**config.mk**
```make
export PLATFORM = sky130hd
export DESIGN_NAME = pms_link
export DESIGN_NICKNAME = d
export VERILOG_FILES = /design/src/logic/pms_pkg.sv /design/src/logic/pms_link.sv
export SDC_FILE = /design/constraint.sdc
export NUM_CORES = 1
export LEC_CHECK = 0
export ABC_AREA = 0
export BUFFER_PORTS_ARGS = -buffer_cell sky130_fd_sc_hd__buf_2
export CORE_MARGIN = 4
export CORE_UTILIZATION = 46
export DETAILED_ROUTE_END_ITERATION = 8
export HOLD_SLACK_MARGIN = 0.03
export PLACE_DENSITY = 0.66
export SLEW_MARGIN = 20
export SYNTH_ARGS = -nofsm -noshare
export SYNTH_HDL_FRONTEND = slang
export SYNTH_HIERARCHICAL = 1
export SYNTH_SLANG_ARGS = --single-unit
export TNS_END_PERCENT = 10
```
**constraint.sdc**
```tcl
create_clock -name clk -period 2.7 [get_ports clk]
set_input_delay 0.135 -clock clk [delete_from_list [all_inputs] [get_ports clk]]
set_output_delay 0.135 -clock clk [all_outputs]
set_load 0.02 [all_outputs]
```
**src/logic/pms_pkg.sv**
```systemverilog
// constants of the mouse link controller
package pms_pkg;
  localparam int unsigned CLK_NS       = 100;
  // inhibit must outlast one link clock period (slowest mouse near 100 us)
  localparam int unsigned INHIBIT_NS   = 120000;
  localparam int unsigned INHIBIT_CYC  = (INHIBIT_NS + CLK_NS - 1) / CLK_NS;
  localparam int unsigned REQ_WAIT_MS  = 10;
  localparam int unsigned REQ_WAIT_CYC = REQ_WAIT_MS * 1000000 / CLK_NS;
  localparam int unsigned RX_IDLE_MS   = 2;
  localparam int unsigned RX_IDLE_CYC  = RX_IDLE_MS * 1000000 / CLK_NS;
  localparam int unsigned TMR_W        = 17;
  localparam int unsigned RPT_BITS     = 33;
  localparam int unsigned SLICE_BITS   = 11;
  localparam int unsigned TX_LAST_EDGE = 10;
  localparam int unsigned FIFO_DEPTH   = 4;
  localparam logic [5:0]  RX_LAST      = 6'h20;
  typedef enum logic [1:0] {ST_IDLE, ST_INH, ST_REQ, ST_TX} pms_state_t;
endpackage : pms_pkg

```
**src/logic/pms_link.sv**
```systemverilog
// mouse link controller: report fifo and link engine
`timescale 1ns/1ps
`default_nettype none

module pms_fifo #(
  parameter int unsigned WIDTH = 24,
  parameter int unsigned DEPTH = 4
) (
  input  wire logic             clk,
  input  wire logic             reset,
  input  wire logic             in_valid,
  output logic                  in_ready,
  input  wire logic [WIDTH-1:0] in_data,
  output logic                  out_valid,
  input  wire logic             out_ready,
  output logic      [WIDTH-1:0] out_data
);
  localparam int unsigned AW = $clog2(DEPTH);
  initial begin
    if (DEPTH < 2 || (1 << AW) != DEPTH) $error("fifo depth must be a power of two");
  end
  logic [WIDTH-1:0] mem_q [DEPTH];
  logic [AW:0]      wp_q, wp_d, rp_q, rp_d;
  logic             wr, rd;

  always_comb begin
    in_ready  = (wp_q - rp_q) != (AW+1)'(DEPTH);
    out_valid = wp_q != rp_q;
    out_data  = mem_q[rp_q[AW-1:0]];
    wr        = in_valid && in_ready;
    rd        = out_valid && out_ready;
    wp_d      = wr ? wp_q + 1'b1 : wp_q;
    rp_d      = rd ? rp_q + 1'b1 : rp_q;
  end

  always_ff @(posedge clk) begin
    if (reset) begin
      wp_q <= '0;
      rp_q <= '0;
    end else begin
      wp_q <= wp_d;
      rp_q <= rp_d;
    end
    if (wr) mem_q[wp_q[AW-1:0]] <= in_data;
  end
endmodule : pms_fifo

// What this block and the mouse do
// two shared wires, clock and data; mouse clocks every transfer both ways
// mouse sends each report as one 33-bit frame
// frame is three slices: start 0, eight bits lsb first, odd parity, stop 1
// received data sampled on each falling edge of the mouse clock
// report gathered in 33-bit shift register from a synchronised clock
// send starts by holding clock low over one clock period; aborts reception
// then data driven low and clock released, forming the request
// mouse starts clocking within 10 ms of the request
// send spans start, eight data, odd parity, stop, acknowledge bits
// data line released after the parity bit
// mouse acknowledges by pulling data low
// mouse sends no reports until enabled by a command
// lines only pulled low or released, never driven high
// start, stop and odd parity of each slice checked; errors flagged
module pms_link
  import pms_pkg::*;
#(
  parameter int unsigned REQ_WAIT = REQ_WAIT_CYC,
  parameter int unsigned RX_IDLE  = RX_IDLE_CYC,
  parameter int unsigned DEPTH    = FIFO_DEPTH
) (
  input  wire logic        clk,
  input  wire logic        reset,
  input  wire logic        ps2_clk_i,
  output logic             ps2_clk_o,
  output logic             ps2_clk_oe,
  input  wire logic        ps2_dat_i,
  output logic             ps2_dat_o,
  output logic             ps2_dat_oe,
  input  wire logic        cmd_valid,
  output logic             cmd_ready,
  input  wire logic [7:0]  cmd_data,
  output logic             tx_done,
  output logic             tx_err,
  output logic             rpt_valid,
  input  wire logic        rpt_ready,
  output logic      [23:0] rpt_data,
  output logic             frame_err
);
  initial begin
    if (REQ_WAIT >= (1 << TMR_W) || RX_IDLE >= (1 << TMR_W) || REQ_WAIT < 2)
      $error("timeout parameter out of timer range");
  end

  function automatic logic odd_par(input logic [7:0] d);
    odd_par = ~^d;
  endfunction : odd_par

  function automatic logic slice_ok(input logic [10:0] s);
    slice_ok = !s[0] && s[10] && (s[9] == odd_par(s[8:1]));
  endfunction : slice_ok

  pms_state_t       st_q, st_d;
  logic [2:0]       ck_s_q, ck_s_d, dt_s_q, dt_s_d;
  logic             ck_f_q, ck_f_d, dt_f_q, dt_f_d, fall;
  logic [TMR_W-1:0] tmr_q, tmr_d;
  logic [5:0]       rx_cnt_q, rx_cnt_d;
  logic [32:0]      rx_sh_q, rx_sh_d, sh_n;
  logic [8:0]       tx_sh_q, tx_sh_d;
  logic [3:0]       edge_q, edge_d;
  logic             drv_q, drv_d;
  logic             done_q, done_d, err_q, err_d, ferr_q, ferr_d;
  logic             push, fifo_ready;

  always_comb begin
    // three-stage sync, edge counts once stages two and three agree
    ck_s_d = {ck_s_q[1:0], ps2_clk_i};
    dt_s_d = {dt_s_q[1:0], ps2_dat_i};
    ck_f_d = (ck_s_q[1] == ck_s_q[2]) ? ck_s_q[2] : ck_f_q;
    dt_f_d = (dt_s_q[1] == dt_s_q[2]) ? dt_s_q[2] : dt_f_q;
    fall   = ck_f_q && !ck_f_d;
    sh_n      = {dt_f_q, rx_sh_q[32:1]};
    st_d      = st_q;
    tmr_d     = (&tmr_q) ? tmr_q : tmr_q + 1'b1;
    rx_cnt_d  = rx_cnt_q;
    rx_sh_d   = rx_sh_q;
    tx_sh_d   = tx_sh_q;
    edge_d    = edge_q;
    drv_d     = drv_q;
    done_d    = 1'b0;
    err_d     = 1'b0;
    ferr_d    = 1'b0;
    push      = 1'b0;
    cmd_ready = st_q == ST_IDLE;
    unique case (st_q)
      ST_IDLE: begin
        if (cmd_valid) begin
          // a command aborts any partial report
          st_d     = ST_INH;
          tmr_d    = '0;
          rx_cnt_d = '0;
          tx_sh_d  = {odd_par(cmd_data), cmd_data};
        end else if (fall) begin
          // shift in on falling edge, lsb first
          rx_sh_d = sh_n;
          tmr_d   = '0;
          if (rx_cnt_q == RX_LAST) begin
            rx_cnt_d = '0;
            // all three slices checked before the report is kept
            if (slice_ok(sh_n[10:0]) && slice_ok(sh_n[21:11]) && slice_ok(sh_n[32:22]))
              push = 1'b1;
            else
              ferr_d = 1'b1;
          end else begin
            rx_cnt_d = rx_cnt_q + 1'b1;
          end
        end else if (rx_cnt_q != '0 && tmr_q >= TMR_W'(RX_IDLE)) begin
          // stalled frame would misalign every later report
          rx_cnt_d = '0;
          ferr_d   = 1'b1;
        end
      end
      ST_INH: begin
        // request: data low, clock released
        if (tmr_q == TMR_W'(INHIBIT_CYC - 1)) begin
          st_d   = ST_REQ;
          tmr_d  = '0;
          drv_d  = 1'b0;
          edge_d = '0;
        end
      end
      ST_REQ, ST_TX: begin
        if (fall) begin
          st_d    = ST_TX;
          tmr_d   = '0;
          edge_d  = edge_q + 1'b1;
          // data, parity, then ones fill so stop is the released line
          drv_d   = tx_sh_q[0];
          tx_sh_d = {1'b1, tx_sh_q[8:1]};
          if (edge_q == 4'(TX_LAST_EDGE)) begin
            st_d   = ST_IDLE;
            drv_d  = 1'b1;
            done_d = !dt_f_q;
            err_d  = dt_f_q;
          end
        end else if (tmr_q >= TMR_W'(REQ_WAIT)) begin
          // mouse silent past its limit
          st_d  = ST_IDLE;
          drv_d = 1'b1;
          err_d = 1'b1;
        end
      end
    endcase
  end

  always_ff @(posedge clk) begin
    if (reset) begin
      st_q     <= ST_IDLE;
      ck_s_q   <= 3'h7;
      dt_s_q   <= 3'h7;
      ck_f_q   <= 1'b1;
      dt_f_q   <= 1'b1;
      tmr_q    <= '0;
      rx_cnt_q <= '0;
      rx_sh_q  <= '0;
      tx_sh_q  <= '0;
      edge_q   <= '0;
      drv_q    <= 1'b1;
      done_q   <= 1'b0;
      err_q    <= 1'b0;
      ferr_q   <= 1'b0;
    end else begin
      st_q     <= st_d;
      ck_s_q   <= ck_s_d;
      dt_s_q   <= dt_s_d;
      ck_f_q   <= ck_f_d;
      dt_f_q   <= dt_f_d;
      tmr_q    <= tmr_d;
      rx_cnt_q <= rx_cnt_d;
      rx_sh_q  <= rx_sh_d;
      tx_sh_q  <= tx_sh_d;
      edge_q   <= edge_d;
      drv_q    <= drv_d;
      done_q   <= done_d;
      err_q    <= err_d;
      ferr_q   <= ferr_d;
    end
  end

  // open drain: only ever pull low
  assign ps2_clk_o  = 1'b0;
  assign ps2_dat_o  = 1'b0;
  // full fifo holds the clock low between frames so no report is lost
  assign ps2_clk_oe = (st_q == ST_INH) || (st_q == ST_IDLE && rx_cnt_q == '0 && !fifo_ready);
  // drv_q is one from the tenth edge on, so data is released
  assign ps2_dat_oe = (st_q == ST_REQ || st_q == ST_TX) && !drv_q;
  assign tx_done    = done_q;
  assign tx_err     = err_q;
  assign frame_err  = ferr_q;

  pms_fifo #(.WIDTH(24), .DEPTH(DEPTH)) u_fifo (
    .clk       (clk),
    .reset     (reset),
    .in_valid  (push),
    .in_ready  (fifo_ready),
    .in_data   ({sh_n[30:23], sh_n[19:12], sh_n[8:1]}),
    .out_valid (rpt_valid),
    .out_ready (rpt_ready),
    .out_data  (rpt_data)
  );
endmodule : pms_link

`default_nettype wire

```
# Word level (Yosys, flattened, before mapping)
# Memory sizes are Yosys's and may differ from the RTL's. A register that Yosys moved wholly into a read port is not among the register bits.
# Cells that the tools add are included.
[totals]
reg_bits = 89
ramBits = 96
input_bits = 14
output_inout_bits = 33
elab_cells = 135
memories = 1
[classes]
addsub = 6
n_lt_le_gt_ge = 2
n_eq_ne = 17
n_mux = 43
bitwise = 5
reduce_logical = 45
[memory_table]
columns = ["name", "depth", "width", "rd", "rd_clocked_by_memory_dff", "wr", "line", "source"]
rows = [
  ["u_fifo.mem_q", 4, 24, 1, 1, 1, "pms_link.sv:22", "logic [WIDTH-1:0] mem_q [DEPTH];"],
]
[op_table]
columns = ["operator", "n"]
rows = [
  ["$mux W17", 4],
  ["$pmux W17 S3", 1],
  ["$reduce_xnor A8 Y1", 4],
  ["$mux W6", 4],
  ["$mux W1", 19],
  ["$mux W9", 2],
  ["$pmux W9 S2", 1],
  ["$add A17 B1 Y17 const B", 1],
  ["$eq A17 B11 Y1 const B", 1],
  ["$ge A17 B15 Y1 const B", 1],
  ["$ge A17 B17 Y1 const B", 1],
  ["$reduce_and A17 Y1", 1],
  ["$logic_and A1 B1 Y1", 15],
  ["$reduce_and A3 Y1", 5],
  ["$mux W2", 7],
  ["$mux W4", 2],
  ["$pmux W4 S2", 1],
  ["$logic_not A1 Y1", 7],
  ["$add A3 B1 Y3 const B", 2],
  ["$add A6 B1 Y6 const B", 1],
  ["$eq A6 B6 Y1 const B", 1],
  ["$logic_not A6 Y1", 1],
  ["$ne A2 B2 Y1 const B", 3],
  ["$ne A3 B3 Y1 const B", 2],
  ["19 further kinds", 31],
]

# Longest topological paths before layout
[depth]
ltp_word = 13
mapped_depth = 9
ltp_nobuf = 9

# Hierarchy
# The synthesis kept the hierarchy.
[by_module_without_submodules]
columns = ["mod", "instances", "cells_per_inst", "area_per_inst_um2", "seq_area_each_um2"]
rows = [
  ["pms_fifo", 1, 177, 3947.5, 3042.9],
  ["pms_link", 1, 461, 3844.9, 1641.6],
]

# Least setup slack after synthesis
# No wires, ideal clock.
[synth_path]
kind = "register -> register"
startpoint = "reg rx_sh_q[28]"
endpoint = "reg u_fifo.wp_q[2]"
setup_ns = 0.124
arrival_time_ns = 2.805
required_ns = 2.576
setup_slack_ns = -0.229
path_stages_with_launch = 10
n_path_buf = 0
period_less_slack_ns = 2.929
path_cell_list = "dfxtp_1 -> xor2_1 -> xnor3_1 -> xnor2_1 -> nor2_1 -> nand3_1 -> nor3_1 -> nand2_1 -> a31oi_2 -> mux2_1"
[synth_via]
elab_chain_cells = 10
[synth_rtl]
columns = ["item", "line", "source"]
rows = [
  ["from (decl)", "pms_link.sv:106", "logic [32:0] rx_sh_q, rx_sh_d, sh_n;"],
  ["from (signal assigned)", "pms_link.sv:218", "rx_sh_q <= rx_sh_d;"],
  ["$reduce_xnor A8 Y1", "pms_link.sv:94", "odd_par = ~^d;"],
  ["$eq A1 B1 Y1", "pms_link.sv:98", "slice_ok = !s[0] && s[10] && (s[9] == odd_par(s[8:1]));"],
  ["$logic_and A1 B1 Y1", "pms_link.sv:98", ""],
  ["$logic_and A1 B1 Y1", "pms_link.sv:148", "if (slice_ok(sh_n[10:0]) && slice_ok(sh_n[21:11]) && slice_ok(sh_n[32:22]))"],
  ["$mux W1", "pms_link.sv:148", ""],
  ["$mux W1", "pms_link.sv:145", "if (rx_cnt_q == RX_LAST) begin"],
  ["$mux W1", "pms_link.sv:141", "end else if (fall) begin"],
  ["$mux W1", "pms_link.sv:135", "if (cmd_valid) begin"],
  ["$mux W1", "pms_link.sv:133", "unique case (st_q)"],
  ["net push", "pms_link.sv:111", "logic push, fifo_ready;"],
  ["$logic_and A1 B1 Y1", "pms_link.sv:30", "wr = in_valid && in_ready;"],
  ["to (signal assigned)", "pms_link.sv:41", "wp_q <= wp_d;"],
  ["to (decl)", "pms_link.sv:23", "logic [AW:0] wp_q, wp_d, rp_q, rp_d;"],
]
# The timed path passes the listed nets, and every way through them passes these cells.
# A chain may end at the register's enable or synchronous reset.

# Worst setup path after layout
[layout_path]
startpoint = "reg rx_sh_q[30]"
endpoint = "mem u_fifo.mem_q[0][8], enable pin"
[layout_via]
elab_chain_cells = 12
[layout_rtl]
columns = ["item", "line", "source"]
rows = [
  ["$reduce_xnor A8 Y1", "pms_link.sv:94", ""],
  ["$eq A1 B1 Y1", "pms_link.sv:98", ""],
  ["$logic_and A1 B1 Y1", "pms_link.sv:98", ""],
  ["$logic_and A1 B1 Y1", "pms_link.sv:148", ""],
  ["$mux W1", "pms_link.sv:148", ""],
  ["$mux W1", "pms_link.sv:145", ""],
  ["$mux W1", "pms_link.sv:141", ""],
  ["$mux W1", "pms_link.sv:135", ""],
  ["$mux W1", "pms_link.sv:133", ""],
  ["net push", "pms_link.sv:111", ""],
  ["$logic_and A1 B1 Y1", "pms_link.sv:30", ""],
  ["$mux W1", "pms_link.sv:44", "if (wr) mem_q[wp_q[AW-1:0]] <= in_data;"],
  ["$mux W1 (not written as such)", "pms_link.sv:44", ""],
  ["to (decl)", "pms_link.sv:22", ""],
]
# The timed path passes the listed nets, and every way through them passes these cells.

==> run_results.csv <==
group,metric,value,unit
setup_path,critPathArrivalTime,2.66,ns
setup_path,regToRegStartpoint,"rx_sh_q[30]",
placement,pre_cts_slack,0.0236,ns
placement,place_congestion,0.748,
logic_synthesis,ys_seq_elements,186,
cells_and_area,drive_above_1_share,21.6,%
timing,setup_ws,0.176,ns
floorplanning,pin_count,47,
drt,drtIter0Drc,223,
setup_path,crit_required,2.83,ns
floorplanning,start_util,47.0,%
power_and_ir_drop,p_leak,3.25,nW
logic_synthesis,synth_area_leader_cell,"edfxtp_1",
drt,dr.pass1.iters,4,
logic_synthesis,ys.flop_type,"edfxtp_1",
timing,setup_viol,0,
power_and_ir_drop,vdd_ir_drop_max,448,µV
timing,tightest_slew,0.540,ns
cells_and_area,num-nets-final,722,
cts,cts-root-buf,"clkbuf_16",
timing,rsz0062_at_grt,"false",
floorplanning,die_x,138,µm
logic_synthesis,avgSynthCellArea,12.2,µm²
cts,cts_tree,"done",
min_path,hp-class,"in -> reg",
flow_run,maxCapViolations,0,
grt,overflow,0,
outcome,status,"finished clean",
drt,drtAntennaViolNets,0,
cells_and_area,final_common_cell,"edfxtp_1",
grt,grt_pass1_wl,23500,µm
cells_and_area,syn_to_final_growth,16.3,%
drt,drc,0,
logic_synthesis,synth.distinct_cells,58,
logic_synthesis,synth-edff-count,96,
drt,vias,4853,
setup_path,critPathCaptureType,"flop",
floorplanning,core_area,16600,µm²
setup_path,critPathLaunchType,"flop",
cells_and_area,final_cell_count_no_fill,928,
logic_synthesis,syn_area,7790,µm²
cells_and_area,seqCellArea,4690,µm²
power_and_ir_drop,p_per_area,620,nW/µm²
setup_path,r2r_slack,0.18,ns
drt,viasPerCell,5.23,
cells_and_area,antenna_cells_inserted,0,
logic_synthesis,synth_area_leaders,"edfxtp_1, dfxtp_1, mux4_2",
setup_path,r2r_cells,10,
setup_path,r2r-end,"u_fifo/mem_q[0][8]",
cells_and_area,num-fill-cells,1408,
placement,dp.cells,892,
cts,cts.sink_count,186,
power_and_ir_drop,fin_total_pwr,0.00562,W
cts,cts_buffer_depth,2,
grt,grt_max_degree,35,
timing,slew_viol_final,0,
timing,period_share,93.5,%
timing,finalClockSkew,0.00895,ns
timing,hold_violations,0,
cells_and_area,fin_util,54.6,%
placement,port_buffers,44,
drt,avgRoutedWirePerCell,15.6,µm
timing,post-route-min-period,2.52,ns
logic_synthesis,netlist.area_leader.share,37.0,%
timing,fmaxAchievable,396,MHz
floorplanning,std_cell_rows,47,
setup_path,crit_type,"reg -> reg",
logic_synthesis,synthCells,638,
logic_synthesis,yosysWarnings,6,
cells_and_area,multiInputGateArea,2940,µm²
grt,grt_usage,15.2,%
setup_path,path_max_fanout,24,
grt,grt_pass1_vias,4836,
grt,antenna_found_initial,0,
logic_synthesis,yosysSeqAreaShare,60.1,%
cts,cts_setup_buffers,0,
cts,cts_buffers,17,
setup_path,crit_start,"rx_sh_q[30]",
floorplanning,die_area,19100,µm²
cts,h-tree-depth,4,
logic_synthesis,ys_async_sr_fraction,0,%
placement,hpwl,9020,µm
cells_and_area,final_cell_mix,"edfxtp_1, dfxtp_1, nand2_1, nor2_1, buf_2",
cts,clkLatencyLatePin,0.43,ns
cts,clkTransAtPathRegs,0.07,ns
drt,drt-total-wl,14500,µm
floorplanning,die_y,138,µm
setup_path,crit_end,"u_fifo/mem_q[0][8]",
timing,slew_headroom,64.0,%
-- metal layers --
metal	track usage [%]	up-vias	wire [µm]	share of wire [%]
met2	25.2	102	7040	49
li1	-	2403	-	-
met4	6.08	0	269	1.9
met1	19.3	2328	6470	45
met3	3.76	20	669	4.6
met5	0	-	0	0
-- area by class of cell --
| class | count | share of cell area, % |
|---|---|---|
| Timing Repair Buffer | 69 | 5.50 |
| Tap cell | 220 | 3.04 |
| Multi-Input combinational cell | 409 | 32.5 |
| Inverter | 12 | 0.497 |
| Sequential cell | 186 | 51.7 |
| Clock buffer | 17 | 4.69 |
| Clock inverter | 15 | 2.06 |
-- synth_stat cells, types with 4 or more instances --
library cell / number
edfxtp_1: 96
dfxtp_1: 90
nand2_1: 86
nor2_1: 57
a21oi_1: 43
xnor2_1: 32
mux4_2: 24
nand3_1: 19
xor2_1: 14
clkbuf_1: 13
ha_1: 13
nor3_1: 13
a211oi_1: 12
inv_1: 12
mux2i_1: 12
buf_2: 10
and3_1: 8
or2_2: 6
a31oi_1: 5
nand2b_1: 4
nand4_1: 4
nor3b_1: 4
nor4_1: 4
-- logic make-up (layout without fill, tap and decap cells) --
logic type	count (synthesis)	count (layout)	synth area share [%]
simple gates	221	221	13.1
xor+xnor	50	50	6.17
other cells	1	2	0.0481
flops	186	186	60.1
buf+inv	44	113	2.71
fa+ha+maj	13	13	2.09
mux	39	39	8.96
compound gates	84	84	6.81
-- report_power, final --
group | internal (W) | leakage, nW | switching (W)
Sequential | 0.00296 | 1.75 | 0.0000147
Clock | 0.00140 | 0.296 | 0.00112
Combinational | 0.0000503 | 1.20 | 0.0000731
Total | 0.00441 | 3.25 | 0.00121
-- registers in the layout, indices dropped and copies added (netlist names), 2 cells and up, named ones only --
register,flops
ck_s_q,3
dt_s_q,3
edge_q,4
rx_cnt_q,6
rx_sh_q,32
st_q,2
tmr_q,17
tx_sh_q,9
u_fifo/mem_q,96
u_fifo/rp_q,3
u_fifo/wp_q,3
-- metrics by stage --
stage | TNS (ns) | hold slack (ns) | area [µm²]
3_3_place_gp | 0 | 0.330 | 8350
4_1_cts | 0 | 0.0380 | 8990
6_report | 0 | 0.0609 | 9060
3_5_place_dp | 0 | 0.334 | 8350
5_1_grt | 0 | 0.0772 | 9060
2_1_floorplan | -4.28 | 0.239 | 7810
-- how the worst min path moves through the flow --
stage,start,endpoint,cells after the start
after floorplan,ps2_clk_i,ck_s_q[0],1
after global placement,ps2_dat_i,dt_s_q[0],2
after detailed placement,ps2_dat_i,dt_s_q[0],2
after CTS,cmd_data[2],tx_sh_q[2],3
after global routing,cmd_data[0],tx_sh_q[0],3
final,cmd_data[2],tx_sh_q[2],3
-- timing repair --
item | in CTS | in global routing
hold endpoints to repair | 2 | 0
cloned | 0 | 2
hold buffers | 2 | 0
resized for setup | 1 | 7
pin swaps | 0 | 4
setup endpoints to repair | 50 | 72
-- worst max-delay path, cell delays in order (launching register included) --
cell	delay, ns
dfxtp_2	0.40
xnor2_2	0.13
xnor3_1	0.42
xnor2_1	0.16
nor2_1	0.13
nand3_1	0.11
nor3_2	0.19
inv_1	0.11
a31oi_4	0.18
and2_2	0.19
buf_12	0.19
No activity file was read; power rests on OpenSTA's default activity.
